### src/trf_params.svh
// constants for the thermal reading formatter
`ifndef TRF_PARAMS_SVH
`define TRF_PARAMS_SVH

`define TRF_WORD_W        16
`define TRF_ACC_FRAC_W    16
`define TRF_ACC_W         32
`define TRF_SHIFT_W       4
`define TRF_SHIFT_MAX     4'hF
`define TRF_CODE_FAULT    16'h8000
`define TRF_CODE_UNDER    16'h8002
`define TRF_ERR_LO        16'h8000
`define TRF_ERR_HI        16'h81FF
`define TRF_MAX_VALID     16'hFFFF
`define TRF_STATUS_HI     13
`define TRF_STATUS_LO     6
`define TRF_STATUS_W      8
`define TRF_RESET_TEMP    16'h8000

`endif

### src/trf_pkg.sv
// types for the thermal reading formatter
package trf_pkg;
   typedef enum logic [2:0] {
      TRF_EMPTY = 3'h1,
      TRF_VALID = 3'h2,
      TRF_FAULT = 3'h4
   } trf_state_t;

   typedef struct packed {
      trf_state_t  state;
      logic [31:0] acc;
      logic [15:0] result;
      logic [7:0]  statusByte;
      logic        resultValid;
      logic        updated;
   } trf_regs_t;
endpackage
### src/thermal_reading_formatter.sv
// thermal reading formatter: smooths sensor samples and encodes the response word
//
// Behaviour
// - reported temperature is 16-bit two's complement in 1/64 degree counts
// - sign in top bit, integer 0..511 field below, fraction in low six bits
// - status register view returns only bits 13..6 of the reported word
// - good samples are low-pass filtered (first, post-fault or restart samples seed it), output kept at 1/64 degree resolution
// - new average = old*(1-alpha) + sample*alpha, alpha = 1/2^X
// - readings are offsets below throttle threshold; valid ones are never positive
// - general sensor fault reports code 0x8000
// - working sensor below its range reports code 0x8002
// - 0x8001 and 0x8003..0x81FF reserved for errors, never temperatures
`timescale 1ns/1ps
`include "trf_params.svh"

module thermal_reading_formatter (
   // clock and reset
   input  wire logic                      mclk,
   input  wire logic                      rst,
   // sensor sample source
   input  wire logic                      sampleValid,
   input  wire logic [`TRF_WORD_W-1:0]    sample,
   input  wire logic                      generalSensorFault,
   input  wire logic                      sensorUnderflow,
   // configuration
   input  wire logic [`TRF_SHIFT_W-1:0]   averagingConstant,
   input  wire logic                      filterRestart,
   // response path
   output      logic [`TRF_WORD_W-1:0]    temperature,
   output      logic                      temperatureValid,
   output      logic                      temperatureUpdated,
   output      logic [`TRF_STATUS_W-1:0]  thermalStatus
);

   // ----------------------------------------------------------------
   // helpers
   // ----------------------------------------------------------------
   // a word in the reserved error band must never be reported as a reading
   function automatic logic inErrorBand(input logic [`TRF_WORD_W-1:0] w);
      inErrorBand = (w >= `TRF_ERR_LO) && (w <= `TRF_ERR_HI);
   endfunction

   // clamp a filtered word into the legal, non-positive reading range
   function automatic logic [`TRF_WORD_W-1:0] clampReading(input logic [`TRF_WORD_W-1:0] w);
      if (!w[`TRF_WORD_W-1])
         clampReading = (w == '0) ? w : `TRF_MAX_VALID;
      else if (inErrorBand(w))
         clampReading = `TRF_ERR_HI + 16'h0001;
      else
         clampReading = w;
   endfunction

   // whole-degree view handed to the status register
   function automatic logic [`TRF_STATUS_W-1:0] statusView(input logic [`TRF_WORD_W-1:0] w);
      statusView = w[`TRF_STATUS_HI:`TRF_STATUS_LO];
   endfunction

   // ----------------------------------------------------------------
   // state
   // ----------------------------------------------------------------
   trf_pkg::trf_regs_t r;
   trf_pkg::trf_regs_t next_r;

   logic signed [`TRF_ACC_W-1:0] stepAcc;
   logic [`TRF_WORD_W-1:0]       filtWord;
   logic [`TRF_WORD_W-1:0]       legalSample;

   // sample is clamped before filtering so a stray positive code cannot drag the average
   assign legalSample = clampReading(sample);

   // ----------------------------------------------------------------
   // filter datapath
   // ----------------------------------------------------------------
   // limitation: large shifts move only the fraction bits for a while,
   // so the reported word lags a step change by many samples; this is the
   // price of keeping the full fraction instead of rounding each step
   trf_filter_step u_step (
      .prevAcc  (r.acc),
      .sample   (legalSample),
      .avgShift (averagingConstant),
      .nextAcc  (stepAcc)
   );

   // full 1/64 degree result is the integer part of the accumulator
   assign filtWord = stepAcc[`TRF_ACC_W-1 -: `TRF_WORD_W];

   // ----------------------------------------------------------------
   // sample qualification
   // ----------------------------------------------------------------
   logic takeFault;
   logic takeUnder;
   logic takeGood;
   logic seedFilter;
   logic stepFilter;

   // fault beats underflow, so at most one of these is high in a cycle
   assign takeFault  = sampleValid && generalSensorFault;
   assign takeUnder  = sampleValid && !generalSensorFault && sensorUnderflow;
   assign takeGood   = sampleValid && !generalSensorFault && !sensorUnderflow;
   // a restart, or no trusted history, loads the sample instead of averaging it
   assign seedFilter = filterRestart || (r.state != trf_pkg::TRF_VALID);
   assign stepFilter = takeGood && !seedFilter;

   // ----------------------------------------------------------------
   // next state
   // ----------------------------------------------------------------
   always_comb begin
      next_r         = r;
      next_r.updated = 1'b0;
      case (r.state)
         trf_pkg::TRF_EMPTY: begin
            // a fault needs no history, so every state handles it alike
            if (takeFault) begin
               next_r.state       = trf_pkg::TRF_FAULT;
               next_r.result      = `TRF_CODE_FAULT;
               next_r.resultValid = 1'b0;
               next_r.updated     = 1'b1;
            end else if (takeUnder) begin
               next_r.state       = trf_pkg::TRF_FAULT;
               next_r.result      = `TRF_CODE_UNDER;
               next_r.resultValid = 1'b0;
               next_r.updated     = 1'b1;
            end else if (takeGood) begin
               // first reading after reset has nothing to average against
               next_r.state       = trf_pkg::TRF_VALID;
               next_r.acc         = {legalSample, {`TRF_ACC_FRAC_W{1'b0}}};
               next_r.result      = legalSample;
               next_r.resultValid = 1'b1;
               next_r.updated     = 1'b1;
            end
         end
         trf_pkg::TRF_VALID: begin
            // only here is there history worth averaging
            if (takeFault) begin
               next_r.state       = trf_pkg::TRF_FAULT;
               next_r.result      = `TRF_CODE_FAULT;
               next_r.resultValid = 1'b0;
               next_r.updated     = 1'b1;
            end else if (takeUnder) begin
               next_r.state       = trf_pkg::TRF_FAULT;
               next_r.result      = `TRF_CODE_UNDER;
               next_r.resultValid = 1'b0;
               next_r.updated     = 1'b1;
            end else if (stepFilter) begin
               next_r.acc         = stepAcc;
               next_r.result      = clampReading(filtWord);
               next_r.resultValid = 1'b1;
               next_r.updated     = 1'b1;
            end else if (takeGood) begin
               // restart asked for: drop the history and load the sample
               next_r.state       = trf_pkg::TRF_VALID;
               next_r.acc         = {legalSample, {`TRF_ACC_FRAC_W{1'b0}}};
               next_r.result      = legalSample;
               next_r.resultValid = 1'b1;
               next_r.updated     = 1'b1;
            end
         end
         trf_pkg::TRF_FAULT: begin
            if (takeFault) begin
               next_r.state       = trf_pkg::TRF_FAULT;
               next_r.result      = `TRF_CODE_FAULT;
               next_r.resultValid = 1'b0;
               next_r.updated     = 1'b1;
            end else if (takeUnder) begin
               next_r.state       = trf_pkg::TRF_FAULT;
               next_r.result      = `TRF_CODE_UNDER;
               next_r.resultValid = 1'b0;
               next_r.updated     = 1'b1;
            end else if (takeGood) begin
               // history from before the fault is not trusted
               next_r.state       = trf_pkg::TRF_VALID;
               next_r.acc         = {legalSample, {`TRF_ACC_FRAC_W{1'b0}}};
               next_r.result      = legalSample;
               next_r.resultValid = 1'b1;
               next_r.updated     = 1'b1;
            end
         end
         default: begin
            next_r.state       = trf_pkg::TRF_EMPTY;
            next_r.acc         = '0;
            next_r.result      = `TRF_RESET_TEMP;
            next_r.resultValid = 1'b0;
            next_r.updated     = 1'b0;
         end
      endcase
      next_r.statusByte = statusView(next_r.result);
   end

   // ----------------------------------------------------------------
   // state registers
   // ----------------------------------------------------------------
   always_ff @(posedge mclk) begin
      // the status view of the reset word is all zeros
      if (rst) begin
         r.state       <= trf_pkg::TRF_EMPTY;
         r.acc         <= '0;
         r.result      <= `TRF_RESET_TEMP;
         r.statusByte  <= '0;
         r.resultValid <= 1'b0;
         r.updated     <= 1'b0;
      end else begin
         r <= next_r;
      end
   end

   // ----------------------------------------------------------------
   // outputs
   // ----------------------------------------------------------------
   // every output is a state flop, no logic after the register
   assign temperature        = r.result;
   assign temperatureValid   = r.resultValid;
   assign temperatureUpdated = r.updated;
   assign thermalStatus      = r.statusByte;

endmodule // thermal_reading_formatter

### src/trf_filter_step.sv
// one step of the first-order low-pass filter
`timescale 1ns/1ps
`include "trf_params.svh"

module trf_filter_step (
   // operands
   input  wire logic signed [`TRF_ACC_W-1:0]    prevAcc,
   input  wire logic signed [`TRF_WORD_W-1:0]   sample,
   input  wire logic        [`TRF_SHIFT_W-1:0]  avgShift,
   // result
   output      logic signed [`TRF_ACC_W-1:0]    nextAcc
);
   logic signed [`TRF_ACC_W-1:0] sampleAcc;
   logic signed [`TRF_ACC_W-1:0] diff;

   // T_N = T_N-1 + (sample - T_N-1) >>> X, same as (1-a)T + aS with a = 2^-X
   always_comb begin
      sampleAcc = {sample, {`TRF_ACC_FRAC_W{1'b0}}};
      diff      = sampleAcc - prevAcc;
      nextAcc   = prevAcc + (diff >>> avgShift);
   end
endmodule // trf_filter_step

### config.mk
export PLATFORM = sky130hd
export DESIGN_NAME = thermal_reading_formatter
export DESIGN_NICKNAME = d
export VERILOG_FILES = /design/src/trf_pkg.sv /design/src/thermal_reading_formatter.sv /design/src/trf_filter_step.sv
export VERILOG_INCLUDE_DIRS = /design/src
export SDC_FILE = /design/constraint.sdc
export NUM_CORES = 1
export LEC_CHECK = 0
export BUFFER_PORTS_ARGS = -buffer_cell sky130_fd_sc_hd__buf_2
export CORE_MARGIN = 2
export CORE_UTILIZATION = 60
export CTS_BUF_LIST = sky130_fd_sc_hd__clkbuf_16
export DETAILED_ROUTE_END_ITERATION = 12
export GPL_TIMING_DRIVEN = 0
export PLACE_DENSITY = 0.79
export SYNTH_ARGS = -nofsm -noshare
export SYNTH_HDL_FRONTEND = slang
export SYNTH_SLANG_ARGS = --single-unit
### constraint.sdc
create_clock -name mclk -period 20.2 [get_ports mclk]
set_clock_uncertainty 0.05 [all_clocks]
set_input_delay 1.01 -clock mclk [delete_from_list [all_inputs] [get_ports mclk]]
set_output_delay 1.01 -clock mclk [all_outputs]
set_load 0.02 [all_outputs]
Yosys cells after proc, flatten, opt, wreduce, memory -nomap -nowiden
Index checks and enable logic that the tools add are counted.
W data, S select, Z words.
{"block": "totals", "ff_bits": 61, "input_bits": 26}
{"block": "classes", "add_sub_neg": 2, "order_cmp": 4, "eq_ne": 9, "shift": 1, "mux": 29, "n_reduce_logical": 15}
{"op": "$mux W16", "n": 8}
{"op": "$mux W32", "n": 4}
{"op": "$pmux W51 S2", "n": 1}
{"op": "$mux W51", "n": 1}
{"op": "$mux W48", "n": 1}
{"op": "$add A32 B32 Y32", "n": 1}
{"op": "$ge A16 B16 Y1 const B", "n": 2}
{"op": "$le A16 B16 Y1 const B", "n": 2}
{"op": "$logic_not A16 Y1", "n": 2}
{"op": "$sshr A32 B4 Y32", "n": 1}
{"op": "$sub A32 B32 Y32", "n": 1}
{"op": "$mux W15", "n": 2}
{"op": "$mux W3", "n": 5}
{"op": "$mux W2", "n": 6}
{"op": "$ne A2 B2 Y1 const B", "n": 4}
{"op": "$logic_and A1 B1 Y1", "n": 7}
{"op": "$ne A4 B4 Y1 const B", "n": 1}
{"op": "$pmux W2 S2", "n": 1}
{"op": "$reduce_and A4 Y1", "n": 1}
{"op": "$eq A3 B1 Y1 const B", "n": 1}
{"op": "$eq A3 B2 Y1 const B", "n": 1}
{"op": "$eq A3 B3 Y1 const B", "n": 1}
{"op": "$logic_not A1 Y1", "n": 3}
{"op": "$ne A3 B2 Y1 const B", "n": 1}
{"op": "other kinds (2)", "n": 2}

Logic depth before layout (Yosys ltp)
{"block": "depth", "word_depth": 15, "depth_mapped": 30, "ltp_nobuf": 26}

Cells and area by module
Synthesis repeated with hierarchy kept, for this count alone.
{"block": "unflattened", "cells_unflattened": 1016, "hier_area_um2": 7524.7}
{"module": "trf_filter_step", "n_inst": 1, "cells_per_inst": 689, "area_each_um2": 4729.5, "seq_area_each_um2": 0.0}
{"module": "thermal_reading_formatter", "n_inst": 1, "cells_per_inst": 327, "area_each_um2": 2795.2, "seq_area_each_um2": 1061.0}

Worst setup path before layout
Ideal clock, no wire load.
{"block": "synth_timing", "kind": "input-to-reg", "start": "in sample[11]", "end": "reg r, in the netlist temperature[12]", "setup_ns": 0.131, "arrival_time_ns": 7.629, "setup_slack_ns": 12.390, "stages": 30, "path_buffers": 4, "cell_sequence": "or4_1 nor3_1 a41oi_1 clkbuf_1 a21o_1 ha_1 clkbuf_1 a21o_1 a21o_1 a21o_1 a211oi_1 o31a_1 nor4b_1 nand4b_1 mux4_2 a21oi_2 mux2i_1 ha_1 buf_6 a211oi_2 o21ai_1 a221o_1 a21oi_2 a21oi_1 or4_4 a2111oi_4 a21oi_2 buf_6 o311ai_1 o31ai_1"}
{"block": "synth_between", "elab_chain_len": 15, "elab_cells_between_ends": 24, "cone_classes": "add/sub: 2; order compare: 4; shift: 1; mux: 13; reduce/logical: 4"}
{"item": "start, declared", "line_no": "thermal_reading_formatter.sv:22", "rtl": "input wire logic [`TRF_WORD_W-1:0] sample,"}
{"item": "$ge A16 B16 Y1 (no line) / $le A16 B16 Y1 (equally long branches)"}
{"item": "$logic_and A1 B1 Y1", "line_no": "thermal_reading_formatter.sv:40", "rtl": "inErrorBand = (w >= `TRF_ERR_LO) && (w <= `TRF_ERR_HI);"}
{"item": "$mux W15", "line_no": "thermal_reading_formatter.sv:47", "rtl": "else if (inErrorBand(w))"}
{"item": "$mux W16 *", "line_no": "thermal_reading_formatter.sv:45", "rtl": "if (!w[`TRF_WORD_W-1])"}
{"item": "$sub A32 B32 Y32", "line_no": "trf_filter_step.sv:19", "rtl": "diff = sampleAcc - prevAcc;"}
{"item": "$sshr A32 B4 Y32", "line_no": "trf_filter_step.sv:20", "rtl": "nextAcc = prevAcc + (diff >>> avgShift);"}
{"item": "$add A32 B32 Y32", "line_no": "trf_filter_step.sv:20"}
{"item": "$ge A16 B16 Y1 (no line) / $le A16 B16 Y1 (equally long branches)"}
{"item": "$logic_and A1 B1 Y1", "line_no": "thermal_reading_formatter.sv:40"}
{"item": "$mux W15", "line_no": "thermal_reading_formatter.sv:47"}
{"item": "$mux W16", "line_no": "thermal_reading_formatter.sv:45"}
{"item": "$mux W48", "line_no": "thermal_reading_formatter.sv:144", "rtl": "end else if (stepFilter) begin"}
{"item": "$mux W16", "line_no": "thermal_reading_formatter.sv:139", "rtl": "end else if (takeUnder) begin"}
{"item": "$mux W16", "line_no": "thermal_reading_formatter.sv:134", "rtl": "if (takeFault) begin"}
{"item": "$pmux W51 S2 *", "line_no": "thermal_reading_formatter.sv:110", "rtl": "case (r.state)"}
{"item": "end signal, assigned", "line_no": "thermal_reading_formatter.sv:202", "rtl": "r <= next_r;"}
{"item": "end, declared", "line_no": "thermal_reading_formatter.sv:61", "rtl": "trf_pkg::trf_regs_t r;"}
Every way passes the cells marked *; elsewhere a longest branch is shown, timed or not.
A chain may end at the register's enable or synchronous reset.

Worst setup path in the final report
{"block": "layout_timing", "start": "in sample[12]", "end": "reg r, in the netlist temperature[1]"}
The elaborated chain is that of the path after synthesis.

==> impl_metrics.py <==
metrics = {
    "clock_tree": {
        "hold_buffers": 0,
        "path_clk_slew_ps": 70,
        "postCtsResizedCells": 0,
        "numCtsBuffers": 5,
        "clock-root-buffer": "clkbuf_16",
        "cts.sinks": 53,
        "postCtsSetupBuffers": 0,
        "clk_path_buf_depth": 2,
        "insertion_delay_ps": 310,
        "tritoncts": "built",
        "htree_levels": 2,
    },
    "detailed_routing": {
        "num_vias": 8740,
        "drt-pass1-iter-count": 7,
        "wl_um": 25800,
        "ant_nets": 0,
        "drc": 0,
        "viasPerCell": 6.66,
        "wire_per_inst_um": 19.7,
        "drtIter0Drc": 1103,
    },
    "worst_setup_path": {
        "r2r-start": "r[35]",
        "critical_path_class": "in2reg",
        "critPathLaunch": "sample[12]",
        "timing.critical_path.mode_cell": "a21o_1",
        "cp_slowest_stage_delay_ps": 700,
        "cp-end-kind": "register",
        "cp.arrival_ps": 9230,
        "required_ps": 20320,
        "cp_max_fo": 10,
        "cp_slowest_cell": "o311ai_1",
        "reg2regPathDepth": 22,
        "crit_end": "temperature[1]",
        "startpoint_type": "input port",
        "r2r_slack_ps": 12940,
        "r2r-end": "temperature[1]",
    },
    "synth": {
        "yosys.area.top_type_share": 0.139,
        "ys_ff_latch": 53,
        "synth_area_leader_cell": "dfxtp_1",
        "yosys_warnings": 0,
        "avgSynthCellArea_sq_um": 7.06,
        "syn_inst": 1084,
        "ys_top_cells_by_area": "dfxtp_1 (14%), a21oi_1 (8.0%), ha_1 (7.8%)",
        "syn_area_sq_um": 7650,
        "synth_edf_count": 0,
        "synth_fp_nets": 1159,
        "synth_cell_types": 83,
        "async_reset_ff_frac": 0,
        "synth-seq-area-share": 0.139,
        "ys_dominant_reg_cell": "dfxtp_1",
    },
    "timing": {
        "worstMarginPinSlew_ps": 950,
        "period_share": 0.451,
        "period_needed_ps": 9110,
        "setup_viol": 0,
        "fmax_ghz": 0.110,
        "maxSlewViolCount": 0,
        "fin_tns_setup_ps": 0,
        "relSlewSlack": 0.350,
        "whs_ps": 474,
        "rsz0062_at_grt": "false",
        "finalHoldViolCount": 0,
    },
    "global_routing": {
        "grt_pass1_vias": 7473,
        "grt_usage": 0.373,
        "overflow": 0,
        "grt_start_max_net_pins": 17,
        "antenna_found_initial": 0,
        "grt_pass1_wl_um": 39600,
    },
    "floorplanning": {
        "boundaryPins": 52,
        "fp.coreArea_sq_um": 12500,
        "start_util": 0.611,
        "die_h_um": 117,
        "dieWidth_um": 117,
        "rows": 41,
        "die_area_sq_um": 13700,
    },
    "place": {
        "routabilityCongestion": 1.03,
        "place_hpwl_um": 20600,
        "port_buffers": 49,
    },
    "final_layout": {
        "nFillCells": 1207,
        "layout-drive-gt1-share": 0.121,
        "antenna_cells": 0,
        "syn_to_final_growth_pct": 7.88,
        "final_nets": 1215,
    },
    "power": {
        "power_density_nw_per_um2": 52.8,
        "p_leak_nw": 3.34,
        "ir_drop_mv": 0.0353,
    },
    "min_path": {
        "hp-class": "reg2reg",
    },
    "status": {
        "outcome": "finished, final reports clean",
    },
    "run": {
        "max_cap_violations": 0,
    },
}
==> layer usage <==
metal,up-vias,global-route usage,share of wire
li1,4128,-,-
met1,4064,0.551,0.44
met2,518,0.551,0.42
met3,30,0.0860,0.13
met4,0,0.0871,0.017
met5,-,0,0
==> how the worst min path moves through the flow <==
stage	from	endpoint	depth (start not counted)
after floorplan	r[57]	r[57]	2
after global placement	temperatureValid	temperatureValid	2
after detailed placement	temperatureValid	temperatureValid	2
after CTS	temperatureValid	temperatureValid	2
after global routing	temperatureValid	temperatureValid	2
final	temperatureValid	temperatureValid	2
==> cell families after synthesis <==
group | count (synthesis) | share of synthesized area
AND/OR/NAND/NOR | 360 | 0.224
multiplexers | 44 | 0.0767
AO/OA/AOI/OAI | 404 | 0.348
adder cells (fa/ha/maj) | 49 | 0.0811
flip-flops | 53 | 0.139
XOR/XNOR | 43 | 0.0510
buffers and inverters | 131 | 0.0801
==> power by group <==
group	switching, mW	leakage (nW)	internal, mW
Sequential	0.00318	0.429	0.107
Combinational	0.150	2.84	0.0835
Clock	0.0456	0.0754	0.0460
Total	0.199	3.34	0.237
==> layout by cell type, fill, tap and decap left out, types with 11 or more instances in the layout <==
master	netlist	routed
nand2b_1	19	19
buf_4	24	24
xnor2_1	27	27
mux4_2	11	11
o211ai_1	15	15
a31oi_1	16	16
dfxtp_1	53	53
xor2_1	15	15
a21o_1	35	35
a21oi_1	123	123
buf_2	7	56
clkbuf_1	54	54
inv_1	37	38
o221ai_1	11	11
o21ai_0	58	58
nand3_1	11	11
nor3_1	27	27
a211oi_1	23	23
nor2_1	142	142
mux2i_1	26	26
nand2_1	80	80
ha_1	48	48
a22oi_1	21	21
nor4_1	11	11
nand4_1	12	12
o21a_1	11	11
==> worst max-delay path: cells and delay by family <==
kind / cells / cell delay, ps
compound gates: 15 / 4040
fa+ha+maj: 2 / 560
buf+inv: 5 / 1010
mux: 2 / 720
simple gates: 5 / 1880
==> sequential cells by signal (all words and copies together) (netlist names) <==
signal and count:
temperatureUpdated 1, r 35, temperatureValid 1, temperature 16
==> layout make-up <==
cell class	count	area [sq um]	share of cell area
timing repair buffer	49	245	0.0297
sequential	53	1060	0.129
buffer	94	474	0.0574
inverter	37	139	0.0168
clock buffer	5	125	0.0152
multi-input combinational	900	5980	0.724
tap	172	215	0.0261
clock inverter	3	17.5	0.00212
==> cell usage after synthesis (all sizes together), types with 4 or more instances <==
cell type / number
a211oi: 25
a21boi: 6
a21o: 35
a21oi: 127
a22oi: 21
a31oi: 16
a41oi: 4
and2: 5
and3: 5
and4: 4
buf: 40
clkbuf: 54
dfxtp: 53
ha: 48
inv: 37
mux2: 7
mux2i: 26
mux4: 11
nand2: 80
nand2b: 19
nand3: 11
nand4: 12
nor2: 145
nor2b: 6
nor3: 28
nor4: 12
o211ai: 15
o21a: 11
o21ai: 63
o21bai: 8
o221ai: 11
o22ai: 10
o311ai: 5
o31ai: 9
or2: 10
or3: 8
or4: 5
xnor2: 27
xor2: 15
==> through the flow <==
stage / cell area [sq um] / utilization / total power, mW / setup slack, ps / std cells
global route: 8260 / 0.660 / 0.459 / 10650 / 1313
CTS: 8260 / 0.660 / 0.428 / 11380 / 1313
floorplan: 7650 / - / 0.280 / 12390 / 1084
global placement: 8110 / 0.648 / 0.335 / 11110 / 1305
detailed placement: 8110 / 0.648 / 0.337 / 11130 / 1305
finish: 8260 / 0.660 / 0.436 / 11090 / 1313
Power figures use the tool's default switching activity.
